===== src/rsc_map.vh =====
// Register map, field positions, reset values and timing counts for reset source control
`ifndef RSC_MAP_VH
`define RSC_MAP_VH

// ****************************************************************
// Register byte offsets
// ****************************************************************
`define RSC_ADDR_CAUSE 8'h00
`define RSC_ADDR_CONFIG 8'h04
`define RSC_ADDR_IRQ_STATUS 8'h08
`define RSC_ADDR_IRQ_MASK 8'h0C
`define RSC_ADDR_STATE 8'h10

// ****************************************************************
// Cause register fields (flags are active low where marked _n)
// ****************************************************************
`define RSC_CAUSE_BROWNOUT_N 0
`define RSC_CAUSE_SOFT_N 1
`define RSC_CAUSE_STACK_UNDER 2
`define RSC_CAUSE_STACK_OVER 3
`define RSC_CAUSE_TIMEOUT_N 4
`define RSC_CAUSE_POWERDOWN_N 5
`define RSC_CAUSE_POR_N 6
`define RSC_CAUSE_PIN_N 7
`define RSC_CAUSE_W 8
`define RSC_CAUSE_POR_VALUE 8'h30

// ****************************************************************
// Config register fields
// ****************************************************************
`define RSC_CFG_LOW_POWER_BROWNOUT_DETECTOR_EN 0
`define RSC_CFG_PIN_EN 1
`define RSC_CFG_LVP 2
`define RSC_CFG_STACK_EN 3
`define RSC_CFG_PWRT_EN_N 4
`define RSC_CFG_PULLUP_SW 5
`define RSC_CFG_W 6
`define RSC_CFG_RESET 6'h3C

// ****************************************************************
// Interrupt status / mask fields (one per reset source event)
// ****************************************************************
`define RSC_EV_BROWNOUT 0
`define RSC_EV_PIN 1
`define RSC_EV_WATCHDOG 2
`define RSC_EV_SOFT 3
`define RSC_EV_STACK 4
`define RSC_EV_PROG_EXIT 5
`define RSC_EV_W 6

// ****************************************************************
// Timing
// ****************************************************************
`define RSC_CLK_HZ 20000000
`define RSC_PWRT_US 64
`define RSC_PWRT_CYCLES ((`RSC_PWRT_US * (`RSC_CLK_HZ / 1000000)))
`define RSC_START_CYCLES 10
`define RSC_FILTER_CYCLES 4

`endif


===== src/rsc_pin_filter.v =====
// Glitch filter for the external reset pin
`timescale 1ns/1ns
module rsc_pin_filter #(
	parameter FILT = 4
) (
	input wire aclk,
	input wire aresetn,
	input wire pin_in,
	output reg pin_low_q
);
	reg [7:0] cnt_q;

	// Low must persist FILT cycles to count; release is also filtered
	always @(posedge aclk) begin
		if (!aresetn) begin
			cnt_q <= 8'h00;
			pin_low_q <= 1'b0;
		end else if (pin_in == pin_low_q) begin
			if (cnt_q == FILT[7:0] - 8'h01) begin
				cnt_q <= 8'h00;
				pin_low_q <= ~pin_low_q;
			end else begin
				cnt_q <= cnt_q + 8'h01;
			end
		end else begin
			cnt_q <= 8'h00;
		end
	end
endmodule // rsc_pin_filter


===== src/rsc_reset_source_control.v =====
// Reset source control: combines reset sources, cause flags, power-up delay, AXI4-Lite regs
`timescale 1ns/1ns
`include "rsc_map.vh"

module rsc_reset_source_control #(
	parameter PWRT_CYCLES = `RSC_PWRT_CYCLES,
	parameter START_CYCLES = `RSC_START_CYCLES,
	parameter FILTER_CYCLES = `RSC_FILTER_CYCLES
) (
	input wire aclk,
	input wire aresetn,
	input wire low_power_brownout_detector,
	input wire main_brownout_low,
	input wire external_reset_pin_in,
	output reg external_reset_pin_out,
	output reg external_reset_pin_oe_n,
	output reg pin_pullup_en,
	input wire watchdog_timeout,
	input wire soft_reset_req,
	input wire stack_overflow,
	input wire stack_underflow,
	input wire prog_mode_exit,
	output reg core_reset_q,
	output reg irq,
	input wire [31:0] s_axi_awaddr,
	input wire s_axi_awvalid,
	output reg s_axi_awready,
	input wire [31:0] s_axi_wdata,
	input wire [3:0] s_axi_wstrb,
	input wire s_axi_wvalid,
	output reg s_axi_wready,
	output reg [1:0] s_axi_bresp,
	output reg s_axi_bvalid,
	input wire s_axi_bready,
	input wire [31:0] s_axi_araddr,
	input wire s_axi_arvalid,
	output reg s_axi_arready,
	output reg [31:0] s_axi_rdata,
	output reg [1:0] s_axi_rresp,
	output reg s_axi_rvalid,
	input wire s_axi_rready
);
	// ****************************************************************
	// Sequencer states
	// ****************************************************************
	localparam [3:0] ST_PWRT = 4'b0001;
	localparam [3:0] ST_PIN = 4'b0010;
	localparam [3:0] ST_START = 4'b0100;
	localparam [3:0] ST_RUN = 4'b1000;

	function [`RSC_CAUSE_W-1:0] apply_wstrb;
		input [`RSC_CAUSE_W-1:0] old;
		input [31:0] data;
		input [3:0] strb;
		begin
			apply_wstrb = strb[0] ? data[`RSC_CAUSE_W-1:0] : old;
		end
	endfunction

	reg [3:0] state_q;
	reg [31:0] cnt_q;
	reg [`RSC_CAUSE_W-1:0] cause_q;
	reg [`RSC_CFG_W-1:0] cfg_q;
	reg [`RSC_EV_W-1:0] ev_status_q;
	reg [`RSC_EV_W-1:0] ev_mask_q;
	reg aw_held_q;
	reg w_held_q;
	reg [7:0] awaddr_q;
	reg [31:0] wdata_q;
	reg [3:0] wstrb_q;
	wire pin_low;
	wire pin_en;
	wire low_power_brownout_detector_hit;
	wire stack_hit;
	wire pin_hit;
	wire por_like;
	wire warm_hit;
	wire [`RSC_EV_W-1:0] ev_set;
	wire wr_go;
	wire rd_go;
	wire rd_status;

	rsc_pin_filter #(
		.FILT(FILTER_CYCLES)
	) u_filter (
		.aclk(aclk),
		.aresetn(aresetn),
		.pin_in(external_reset_pin_in),
		.pin_low_q(pin_low)
	);

	// ****************************************************************
	// Reset source combination
	// ****************************************************************
	assign pin_en = cfg_q[`RSC_CFG_PIN_EN] | cfg_q[`RSC_CFG_LVP];
	assign pin_hit = pin_en & pin_low;
	assign low_power_brownout_detector_hit = cfg_q[`RSC_CFG_LOW_POWER_BROWNOUT_DETECTOR_EN] & low_power_brownout_detector;
	assign stack_hit = cfg_q[`RSC_CFG_STACK_EN] & (stack_overflow | stack_underflow);
	// Brown-out and programming exit restart the full power-up sequence
	assign por_like = low_power_brownout_detector_hit | main_brownout_low | prog_mode_exit;
	assign warm_hit = watchdog_timeout | soft_reset_req | stack_hit;
	assign ev_set = {prog_mode_exit, stack_hit, soft_reset_req, watchdog_timeout,
		pin_hit, low_power_brownout_detector_hit | main_brownout_low};

	// ****************************************************************
	// Start-up sequencer
	// ****************************************************************
	always @(posedge aclk) begin
		if (!aresetn) begin
			state_q <= ST_PWRT;
			cnt_q <= 32'h00000000;
			core_reset_q <= 1'b1;
		end else if (por_like) begin
			state_q <= ST_PWRT;
			cnt_q <= 32'h00000000;
			core_reset_q <= 1'b1;
		end else if (warm_hit | (pin_hit & (state_q != ST_PWRT))) begin
			state_q <= ST_PIN;
			cnt_q <= 32'h00000000;
			core_reset_q <= 1'b1;
		end else begin
			case (state_q)
				ST_PWRT: begin
					// Timer counts whatever the pin does
					// Pin low here does not restart the timer; ST_PIN then waits for release
					if (cfg_q[`RSC_CFG_PWRT_EN_N] || cnt_q >= PWRT_CYCLES) begin
						state_q <= ST_PIN;
						cnt_q <= 32'h00000000;
					end else begin
						cnt_q <= cnt_q + 32'h00000001;
					end
				end
				ST_PIN: begin
					state_q <= ST_START;
					cnt_q <= 32'h00000000;
				end
				ST_START: begin
					if (cnt_q >= START_CYCLES - 1) begin
						state_q <= ST_RUN;
						core_reset_q <= 1'b0;
					end else begin
						cnt_q <= cnt_q + 32'h00000001;
					end
				end
				ST_RUN: begin
					core_reset_q <= 1'b0;
				end
				default: begin
					state_q <= ST_PWRT;
				end
			endcase
		end
	end

	// ****************************************************************
	// Pin drivers
	// ****************************************************************
	always @(posedge aclk) begin
		if (!aresetn) begin
			external_reset_pin_out <= 1'b0;
			external_reset_pin_oe_n <= 1'b1;
			pin_pullup_en <= 1'b1;
		end else begin
			external_reset_pin_out <= 1'b0;
			external_reset_pin_oe_n <= 1'b1;
			pin_pullup_en <= pin_en | cfg_q[`RSC_CFG_PULLUP_SW];
		end
	end

	// ****************************************************************
	// AXI4-Lite slave
	// ****************************************************************
	assign wr_go = aw_held_q & w_held_q & ~s_axi_bvalid;
	assign rd_go = s_axi_arvalid & s_axi_arready;
	assign rd_status = rd_go && (s_axi_araddr[7:0] == `RSC_ADDR_IRQ_STATUS);

	always @(posedge aclk) begin
		if (!aresetn) begin
			aw_held_q <= 1'b0;
			w_held_q <= 1'b0;
			awaddr_q <= 8'h00;
			wdata_q <= 32'h00000000;
			wstrb_q <= 4'h0;
			s_axi_awready <= 1'b0;
			s_axi_wready <= 1'b0;
			s_axi_bvalid <= 1'b0;
			s_axi_bresp <= 2'b00;
			s_axi_arready <= 1'b0;
			s_axi_rvalid <= 1'b0;
			s_axi_rresp <= 2'b00;
			s_axi_rdata <= 32'h00000000;
		end else begin
			s_axi_awready <= ~aw_held_q & ~s_axi_awready & s_axi_awvalid;
			s_axi_wready <= ~w_held_q & ~s_axi_wready & s_axi_wvalid;
			if (s_axi_awvalid & s_axi_awready) begin
				aw_held_q <= 1'b1;
				awaddr_q <= s_axi_awaddr[7:0];
			end
			if (s_axi_wvalid & s_axi_wready) begin
				w_held_q <= 1'b1;
				wdata_q <= s_axi_wdata;
				wstrb_q <= s_axi_wstrb;
			end
			if (wr_go) begin
				aw_held_q <= 1'b0;
				w_held_q <= 1'b0;
				s_axi_bvalid <= 1'b1;
				case (awaddr_q)
					`RSC_ADDR_CAUSE, `RSC_ADDR_CONFIG, `RSC_ADDR_IRQ_MASK: s_axi_bresp <= 2'b00;
					default: s_axi_bresp <= 2'b10;
				endcase
			end else if (s_axi_bready) begin
				s_axi_bvalid <= 1'b0;
			end
			s_axi_arready <= ~s_axi_arready & ~s_axi_rvalid & s_axi_arvalid;
			if (rd_go) begin
				s_axi_rvalid <= 1'b1;
				s_axi_rresp <= 2'b00;
				case (s_axi_araddr[7:0])
					`RSC_ADDR_CAUSE: s_axi_rdata <= {24'h000000, cause_q};
					`RSC_ADDR_CONFIG: s_axi_rdata <= {26'h0000000, cfg_q};
					`RSC_ADDR_IRQ_STATUS: s_axi_rdata <= {26'h0000000, ev_status_q};
					`RSC_ADDR_IRQ_MASK: s_axi_rdata <= {26'h0000000, ev_mask_q};
					`RSC_ADDR_STATE: s_axi_rdata <= {27'h0000000, core_reset_q, state_q};
					default: begin
						s_axi_rdata <= 32'h00000000;
						s_axi_rresp <= 2'b10;
					end
				endcase
			end else if (s_axi_rready) begin
				s_axi_rvalid <= 1'b0;
			end
		end
	end

	// ****************************************************************
	// Cause flags, config, interrupts
	// ****************************************************************
	always @(posedge aclk) begin
		if (!aresetn) begin
			cause_q <= `RSC_CAUSE_POR_VALUE;
			cfg_q <= `RSC_CFG_RESET;
			ev_mask_q <= {`RSC_EV_W{1'b0}};
			ev_status_q <= {`RSC_EV_W{1'b0}};
			irq <= 1'b0;
		end else begin
			if (wr_go && awaddr_q == `RSC_ADDR_CONFIG && wstrb_q[0])
				cfg_q <= wdata_q[`RSC_CFG_W-1:0];
			if (wr_go && awaddr_q == `RSC_ADDR_IRQ_MASK && wstrb_q[0])
				ev_mask_q <= wdata_q[`RSC_EV_W-1:0];
			// Hardware events are applied after the write so they win
			if (prog_mode_exit) begin
				cause_q <= `RSC_CAUSE_POR_VALUE;
			end else begin
				if (wr_go && awaddr_q == `RSC_ADDR_CAUSE)
					cause_q <= apply_wstrb(cause_q, wdata_q, wstrb_q);
				if (low_power_brownout_detector_hit | main_brownout_low)
					cause_q[`RSC_CAUSE_BROWNOUT_N] <= 1'b0;
				if (soft_reset_req)
					cause_q[`RSC_CAUSE_SOFT_N] <= 1'b0;
				if (stack_hit & stack_overflow)
					cause_q[`RSC_CAUSE_STACK_OVER] <= 1'b1;
				if (stack_hit & stack_underflow)
					cause_q[`RSC_CAUSE_STACK_UNDER] <= 1'b1;
				if (watchdog_timeout) begin
					cause_q[`RSC_CAUSE_TIMEOUT_N] <= 1'b0;
					cause_q[`RSC_CAUSE_POWERDOWN_N] <= 1'b1;
				end
				if (pin_hit)
					cause_q[`RSC_CAUSE_PIN_N] <= 1'b0;
			end
			// Read clears, but a same-cycle event survives
			ev_status_q <= (rd_status ? {`RSC_EV_W{1'b0}} : ev_status_q) | ev_set;
			irq <= |(((rd_status ? {`RSC_EV_W{1'b0}} : ev_status_q) | ev_set) & ev_mask_q);
		end
	end
endmodule // rsc_reset_source_control


===== config.mk =====
export PLATFORM = sky130hd
export DESIGN_NAME = rsc_reset_source_control
export DESIGN_NICKNAME = d
export VERILOG_FILES = /design/src/rsc_pin_filter.v /design/src/rsc_reset_source_control.v
export VERILOG_INCLUDE_DIRS = /design/src
export SDC_FILE = /design/constraint.sdc
export NUM_CORES = 1
export LEC_CHECK = 0
export BUFFER_PORTS_ARGS = -buffer_cell sky130_fd_sc_hd__buf_2
export CORE_MARGIN = 2
export CORE_UTILIZATION = 52
export CTS_BUF_LIST = sky130_fd_sc_hd__clkbuf_2
export CTS_CLUSTER_DIAMETER = 100
export CTS_CLUSTER_SIZE = 30
export DETAILED_ROUTE_END_ITERATION = 12
export PLACE_DENSITY = 0.82
export SYNTH_ARGS = -nofsm -noshare
export SYNTH_HDL_FRONTEND = slang
export SYNTH_HIERARCHICAL = 1
export SYNTH_SLANG_ARGS = --single-unit

===== constraint.sdc =====
create_clock -name aclk -period 3.2 [get_ports aclk]
set_input_delay 0.32 -clock aclk [delete_from_list [all_inputs] [get_ports aclk]]
set_output_delay 0.32 -clock aclk [all_outputs]
set_load 0.1 [all_outputs]

==> results.ini, run 1 <==
[final_layout]
antenna_cells = 0
nets = 766
area_growth_pct = 13.7
final_area_sq_um = 5510
n_fill_cell = 785
drive_gt1_share_pct = 14.2
fin_cells = 761

[die]
fp.coreArea_sq_um = 9150
rows = 35
io_pins = 161
start_util_pct = 53.0
dieArea_sq_um = 10100
fp.dieH_um = 101
dieWidth_um = 101

[grt]
grt_max_degree = 32
antenna_found_initial = 0
grt_util_all_layers_pct = 22.2
grt_pass1_vias = 4027
grt_pass1_wl_um = 18100
grt_overflow_total = 0

[sta]
fmaxAchievable_ghz = 0.373
rsz0062_at_grt = no
holdWs_ns = 0.0612
worst_slew_pin_slew_ns = 0.933
setup_tns_ns = 0
slew_viol_final = 0
timing.final.crit_share_pct = 83.8
fin_crit_ns = 2.68
skew_ns = 0.0262
hold_violations = 0
setup_viol = 0
max_slew_margin_pct = 37.8

[detailed_routing]
drt_first_pass_iters = 4
drt-initial-drc-count = 203
wl_um = 10900
ant_nets = 0
wire_per_inst_um = 14.3
via_count = 4279
drcViolationCount = 0
vias_per_cell = 5.62

[place]
hpwl_um = 7600
portBuffers = 57
placed_cell_area_sq_um = 5070
dp_cells = 711
gp_congestion = 0.873

[synth]
ys_seq_elements = 108
ys_seq_area_share_pct = 44.6
synthFlopType = dfxtp_1
async_flop_share_pct = 0
yosysTopAreaCell = dfxtp_1
ys_types = 57
synthTopCellsByArea = dfxtp_1 45%, nor2_1 5.6%, nand2_1 4.5%, buf_4 4.3%, a21oi_1 4.2%
syn_area_sq_um = 4850
syn_area_per_cell_sq_um = 8.54
synthTopCellsByCount = 108 x dfxtp_1, 72 x nor2_1, 58 x nand2_1
synth_edf_count = 0
synth_cells = 568
synth_top_cell_area_share_pct = 44.6
synth_most_common_cell = dfxtp_1
yosys_warnings = 6

[critical_path]
crit_top_cell = a21o_1
path_cells = nor4_1 > nand4_1 > or4_1 > a21o_1 > a21o_1 > nor3_1
arrival_ns = 3.19
cp-start-kind = register
cp_slowest_stage_delay_ns = 0.65
r2r_setup_slack_ns = 0.52
cp-end-kind = register
critPathSlowestCell = or4_1
crit_required_ns = 3.71
critPathKind = reg2reg
crit_family = simple AND/OR/NAND/NOR gates
path_buf_inv = 0
cp_max_fo = 31

[clocking]
clk_path_buf_depth = 2
cts_tree = done
insertion_delay_ns = 0.58
path_clk_slew_ns = 0.29
post-cts-setup-buffers = 0
clock-root-buffer = clkbuf_2
cts.sink_count = 108
cts_buffers = 9
htreeDepth = 3

[min_path]
hp-class = in2reg

[run_status]
outcome = finished, final reports clean

[pwr]
p_leak_nw = 2.11
ir_drop_uv = 273
p_per_area_nw_per_um2 = 421

[flow_run]
cap_viol_max_count = 0

-- layout by cell type, fill, tap and decap left out, types with 8 or more instances in the layout --
cell type / n
nor2_1: 72
nor3_1: 15
buf_2: 57
nand2_1: 58
and2_1: 9
a21oi_1: 41
dlygate4sd3_1: 34
inv_1: 15
a31oi_1: 9
conb_1: 28
nand4_1: 8
mux2i_1: 15
dfxtp_1: 108
or3_1: 10
clkbuf_2: 9
nand3_1: 20
o21ai_0: 17
-- stage by stage --
step / util (%) / setup WS (ns) / power, mW
global route: 60.2 / 0.234 / 2.41
floorplan: - / 0.632 / 1.72
finish: 60.2 / 0.519 / 2.32
CTS: 60.1 / 0.540 / 2.33
detailed placement: 55.4 / 0.497 / 1.75
global placement: 55.4 / 0.499 / 1.74
-- state kept, by name, summed over array words and instances, names as in the netlist, 4 cells and up --
register and count:
awaddr_q 8, u_filter/cnt_q 8, state_q 4, cnt_q 32, ev_mask_q 6, cause_q 8
s_axi_rdata 8, ev_status_q 6, cfg_q 6, wdata_q 8
-- layout make-up --
| type | count | area (sq um) | area share (%) |
|---|---|---|---|
| Clock inverter | 7 | 51.3 | 0.931 |
| Clock buffer | 9 | 45.0 | 0.817 |
| Multi-Input combinational cell | 417 | 2410 | 43.7 |
| Timing Repair Buffer | 94 | 648 | 11.8 |
| Tap cell | 111 | 139 | 2.52 |
| Inverter | 15 | 56.3 | 1.02 |
| Sequential cell | 108 | 2160 | 39.2 |
-- tightest hold or removal path, delay by kind of cell --
| family | cells | cell delay, ns |
|---|---|---|
| AOI/OAI and AO/OA | 2 | 0.22 |
| buffers and inverters | 1 | 0.10 |
-- final timing paths --
check | from | endpoint | depth (start not counted)
worst max-delay path | cnt_q[22] | cnt_q[0] | 6
worst min-delay path | main_brownout_low | state_q[1] | 3
worst max register to register | cnt_q[22] | cnt_q[0] | 6
worst min register to register | cnt_q[30] | cnt_q[30] | 2
-- layer usage --
layer / global-route usage, % / wire, um
met2: 38.3 / 5360
met1: 27.8 / 4680
met5: 0 / 0
met4: 6.32 / 144
met3: 4.85 / 673
-- kinds of logic after synthesis --
group,Yosys count,share of synthesized area [%]
xor+xnor,9,1.63
compound gates,121,16.3
other cells,2,0.155
fa+ha+maj,6,1.55
buf+inv,69,7.74
flops,108,44.6
mux,21,4.72
simple gates,232,23.3
-- power by group --
group	total (mW)	internal (mW)	switching, mW
Clock	0.566	0.110	0.456
Sequential	1.40	1.37	0.0221
Combinational	0.359	0.0843	0.274
-- timing repair --
item | in CTS | in global routing
endpoints found under the hold margin | 27 | 1
gates resized for setup | 0 | 0
hold buffers | 33 | 1
No activity file was read; power rests on OpenSTA's default activity.
==> inputs of run 2 (changes only) <==
- CORE_UTILIZATION: 52 -> 47
- PLACE_DENSITY: 0.82 -> 0.78
- clock period: 3.2 -> 2.4 ns (I/O delays scaled with it)
==> results.ini, run 2 (synthesized netlist as in run 1, its figures left out) <==
[run_status]
outcome = finished, final reports clean

[pwr]
p_per_area_nw_per_um2 = 582  ; +38%
swShare_pct = 29.2  ; -3.2 points
seqPwrFrac_pct = 55.0  ; -5.2 points
total_power_mw = 3.39  ; +46%
p_int_mw = 2.40  ; +53%
power.switching_mw = 0.989  ; +31%
p_leak_nw = 2.23  ; +5.8%
ir_drop_uv = 446  ; +63%
comb_power_share_pct = 14.5  ; -0.9 points
p_clk_share_pct = 30.5  ; +6.1 points

[die]
io_pins = 161  ; unchanged
fp.coreArea_sq_um = 10200  ; +11%
fp.dieH_um = 106  ; +5.0%
dieWidth_um = 106  ; +5.0%
rows = 37  ; +5.7%
dieArea_sq_um = 11100  ; +10%
start_util_pct = 47.6  ; -5.4 points

[critical_path]
critPathKind = reg2reg
cp-end-kind = register
r2r_setup_slack_ns = 0.18  ; -0.34 ns
reg2reg_to = cnt_q[18]
cp-start-kind = register
cp_max_fo = 23  ; -26%
cp-startpoint = cnt_q[22]
r2r_cells = 7  ; +1
timing.rr.start = cnt_q[22]
arrival_ns = 2.78  ; -0.41 ns
crit_required_ns = 2.96  ; -0.75 ns

[final_layout]
n_fill_cell = 897  ; +14%
final_util_pct = 57.1  ; -3.1 points
multi_input_area_sq_um = 2440  ; +1.5%
seqCellArea_sq_um = 2170  ; +0.35%
final_cell_mix = 104 x dfxtp_1, 72 x nor2_1, 58 x nand2_1
fin_cells = 803  ; +5.5%
area_growth_pct = 19.9
largest_register_ffs = 32  ; unchanged
final_area_sq_um = 5820  ; +5.5%
nets = 783  ; +2.2%
drive_gt1_share_pct = 16.9  ; +2.8 points
largest-register = cnt_q
final_common_cell = dfxtp_1
antenna_cells = 0  ; unchanged

[clocking]
insertion_delay_ns = 0.62  ; +0.04 ns
cts.sink_count = 108  ; unchanged
htreeDepth = 3  ; unchanged
clock-root-buffer = clkbuf_2
path_clk_slew_ns = 0.27  ; -0.02 ns
cts_buffers = 9  ; unchanged
clk_path_buf_depth = 2  ; unchanged
cts_tree = done
post-cts-setup-buffers = 0  ; unchanged

[min_path]
hp-class = in2reg
worstHoldEndpoint = ev_status_q[0]
hp-start = low_power_brownout_detector
hold_depth = 3  ; unchanged

[place]
dp_cells = 747  ; +5.1%
gp_congestion = 0.832  ; -4.6%
portBuffers = 57  ; unchanged
hpwl_um = 7830  ; +3.0%
placed_cell_area_sq_um = 5220  ; +2.8%
pre_cts_slack_ns = -0.162  ; -0.660 ns

[sta]
fin_crit_ns = 2.22  ; -0.459 ns
skew_ns = 0.0362  ; +0.0100 ns
slew_viol_final = 0  ; unchanged
worst_slew_pin_slew_ns = 0.514  ; -0.419 ns
setup_viol = 0  ; unchanged
hold_violations = 0  ; unchanged
holdWs_ns = 0.0780  ; +0.0168 ns
max_slew_margin_pct = 65.7  ; +28 points
fmaxAchievable_ghz = 0.450  ; +21%
timing.final.crit_share_pct = 92.6  ; +8.8 points
setup_ws_ns = 0.178  ; -0.341 ns
rsz0062_at_grt = no
setup_tns_ns = 0  ; unchanged

[detailed_routing]
wire_per_inst_um = 14.3  ; about the same
via_count = 4364  ; +2.0%
wl_um = 11500  ; +5.5%
ant_nets = 0  ; unchanged
drt_first_pass_iters = 5  ; +1
drt-initial-drc-count = 184  ; -9.4%
vias_per_cell = 5.43  ; -3.3%
drcViolationCount = 0  ; unchanged

[grt]
grt_overflow_total = 0  ; unchanged
grt_util_all_layers_pct = 21.3  ; -0.88 points
grt_pass1_wl_um = 19400  ; +7.3%
antenna_found_initial = 0  ; unchanged
grt_max_degree = 26  ; -19%
grt_pass1_vias = 4181  ; +3.8%

[flow_run]
cap_viol_max_count = 0  ; unchanged

[run 2: cell count changes in the layout (fill, tap and decap cells not counted), moves of 3 or more]
cell,delta
buf_4,+9
bufinv_16,+3
dfxtp_1,-4
dfxtp_2,+3
dlygate4sd3_1,+6
nor4_1,-3
[run 2: final cells by class]
type	count	share of cell area, %
inverter	15	0.968
timing repair buffer	111	14.0
tap	136	2.93
clock buffer	9	0.775
sequential	108	37.3
clock inverter	7	1.98
multi-input combinational	417	42.0
[run 2: worst max-delay path by stage]
stage	endpoint	depth (start not counted)	slack (ns)
finish	cnt_q[18]	7	0.18
global route	cnt_q[13]	9	0.003
floorplan	irq	8	-0.04
detailed placement	irq	7	-0.16
CTS	cnt_q[18]	7	0.03
global placement	irq	7	-0.17
[run 2: what timing repair did]
item | in CTS | in global routing
gates resized for setup | 0 | 10
hold buffers | 40 | 0
endpoints found under the setup margin | 0 | 31
endpoints found under the hold margin | 48 | 0
[run 2: critical path, stage by stage (launching register included)]
cell and delay (ns):
dfxtp_2 0.40, nor4_4 0.28, nand4_1 0.23, or4_4 0.57, a21o_1 0.19, a21o_1 0.23, buf_12 0.18, a21oi_1 0.12
[run 2: power by group through the flow]
stage	clock, mW	sequential (mW)	combinational [mW]
2_1_floorplan	0	1.94	0.343
3_3_place_gp	0	1.89	0.434
3_5_place_dp	0	1.89	0.440
4_1_cts	1.06	1.86	0.484
5_1_grt	1.15	1.87	0.516
6_report	1.03	1.86	0.491
[run 2: layer usage]
metal	track usage [%]	wire, um
met3	4.76	580
met2	34.7	5520
met5	0	0
met1	27.3	5160
met4	8.83	194
==> inputs of run 3 (changes only) <==
- HOLD_SLACK_MARGIN: not set -> 0.08
==> results.ini, run 3 (synthesized netlist as in run 1, its figures left out) <==
[pwr]
swShare_pct = 29.2  ; about the same
seqPwrFrac_pct = 54.8  ; -0.2 points
comb_power_share_pct = 14.8  ; +0.3 points
p_int_mw = 2.40  ; +0.35%
ir_drop_uv = 445  ; -0.21%
p_clk_share_pct = 30.4  ; about the same
power.switching_mw = 0.992  ; +0.21%
p_per_area_nw_per_um2 = 574  ; -1.3%
p_leak_nw = 2.28  ; +2.3%

[place]
portBuffers = 57  ; unchanged
dp_cells = 747  ; unchanged
pre_cts_slack_ns = -0.162  ; unchanged
hpwl_um = 7830  ; unchanged
gp_congestion = 0.832  ; unchanged

[sta]
skew_ns = 0.0339  ; -0.00235 ns
fin_crit_ns = 2.26  ; +0.0423 ns
fmaxAchievable_ghz = 0.442  ; -1.9%
timing.final.crit_share_pct = 94.4  ; +1.8 points
hold_violations = 0  ; unchanged
worst_slew_pin_slew_ns = 0.520  ; +0.00559 ns
holdWs_ns = 0.192  ; +0.114 ns
slew_viol_final = 0  ; unchanged
setup_viol = 0  ; unchanged
setup_tns_ns = 0  ; unchanged
max_slew_margin_pct = 65.3  ; -0.37 points
setup_ws_ns = 0.135  ; -0.0423 ns

[critical_path]
critPathKind = reg2reg
path_cells = or4_4 > nor3_4 > nand4_1 > buf_4 > mux2i_1 > nor3_1 > dlygate4sd3_1
crit_family = simple AND/OR/NAND/NOR gates
r2r_cells = 7  ; unchanged
path_buf_inv = 2  ; +1
critPathSlowestCell = dlygate4sd3_1
cp_max_fo = 8  ; -65%
arrival_ns = 2.86  ; +0.08 ns
r2r_setup_slack_ns = 0.14  ; -0.04 ns
cp_slowest_stage_delay_ns = 0.56  ; about the same
cp-end-kind = register
reg2reg_to = cause_q[1]
cp-start-kind = register
crit_required_ns = 3.00  ; +0.04 ns
timing.rr.start = awaddr_q[4]

[final_layout]
fin_cells = 811  ; +1.0%
final_util_pct = 58.0  ; +0.95 points
area_growth_pct = 21.9
nets = 791  ; +1.0%
final_cell_mix = 103 x dfxtp_1, 72 x nor2_1, 58 x nand2_1
drive_gt1_share_pct = 17.2  ; +0.24 points
largest_register_ffs = 32  ; unchanged
antenna_cells = 0  ; unchanged
largest-register = cnt_q
final_common_cell = dfxtp_1

[run_status]
outcome = finished, final reports clean

[die]
fp.coreArea_sq_um = 10200  ; unchanged
fp.dieH_um = 106  ; unchanged
io_pins = 161  ; unchanged
dieWidth_um = 106  ; unchanged
rows = 37  ; unchanged
dieArea_sq_um = 11100  ; unchanged
start_util_pct = 47.6  ; unchanged

[grt]
grt_pass1_vias = 4219  ; +0.91%
antenna_found_initial = 0  ; unchanged
grt_max_degree = 26  ; unchanged
grt_pass1_wl_um = 19500  ; +0.64%
grt_util_all_layers_pct = 21.4  ; +0.16 points
grt_overflow_total = 0  ; unchanged

[flow_run]
cap_viol_max_count = 0  ; unchanged

[clocking]
path_clk_slew_ns = 0.29  ; +0.02 ns
htreeDepth = 3  ; unchanged
cts_tree = done
cts.sink_count = 108  ; unchanged
clk_path_buf_depth = 2  ; unchanged
cts_buffers = 9  ; unchanged
clock-root-buffer = clkbuf_2
insertion_delay_ns = 0.62  ; about the same
post-cts-setup-buffers = 0  ; unchanged

[detailed_routing]
ant_nets = 0  ; unchanged
drt-initial-drc-count = 180  ; -2.2%
drcViolationCount = 0  ; unchanged
vias_per_cell = 5.46  ; +0.49%
wl_um = 11700  ; +2.0%
via_count = 4429  ; +1.5%
wire_per_inst_um = 14.4  ; +1.0%
drt_first_pass_iters = 5  ; unchanged

[min_path]
hold_depth = 6  ; +3
worstHoldEndpoint = s_axi_rdata[5]
hp-class = in2reg
hp-start = s_axi_araddr[4]

## run 3: changes by cell type in the layout (fill, tap and decap cells not counted), sizes merged
cell         previous run  this run
dlygate4sd3            40        48
## run 3: per-layer routing
layer  track usage (%)  vias to the layer above  wire length (um)
met1              27.5                     2092              5170
met2              35.0                      149              5710
met5                 0                        -                 0
li1                  -                     2168                 -
met3              4.58                       20               623
met4              9.12                        0               187
## run 3: worst max path at each step
stage / from / to / slack [ns] / cells after the start
2_1_floorplan: s_axi_araddr[1] / irq / -0.04 / 8
3_3_place_gp: s_axi_araddr[1] / irq / -0.17 / 7
3_5_place_dp: s_axi_araddr[1] / irq / -0.16 / 7
4_1_cts: cnt_q[22] / cnt_q[18] / 0.03 / 7
5_1_grt: cnt_q[11] / cnt_q[6] / -0.02 / 7
6_report: awaddr_q[4] / cause_q[1] / 0.14 / 7
## run 3: layout make-up
cell class,instances,area [sq um]
clock buffer,9,45.0
clock inverter,7,115
fill,883,4270
inverter,15,56.3
multi-input combinational,417,2460
sequential,108,2170
tap,136,170
timing repair buffer,119,896
## run 3: power groups by stage
stage	Sequential, mW	Combinational, mW	Clock (mW)
after floorplan	1.94	0.343	0
after global placement	1.89	0.434	0
after detailed placement	1.89	0.440	0
after CTS	1.86	0.491	1.06
after global routing	1.87	0.528	1.15
final	1.86	0.503	1.03
## run 3: tightest hold or removal path: stages
cell and delay (ns):
buf_2 0.08, or3_1 0.11, buf_4 0.15, nor3b_1 0.06, a21oi_1 0.12, nor2_1 0.05
## run 3: what timing repair did
action,4_1_cts,5_1_grt
endpoints found under the hold margin,60,0
hold buffers,48,0
setup endpoints to repair,0,32
resized for setup,0,14
## run 3: metrics by stage
stage / instance area (sq um) / total power [mW]
detailed placement: 5220 / 2.33
global placement: 5220 / 2.32
floorplan: 4950 / 2.29
global route: 5910 / 3.54
CTS: 5860 / 3.41
finish: 5910 / 3.40
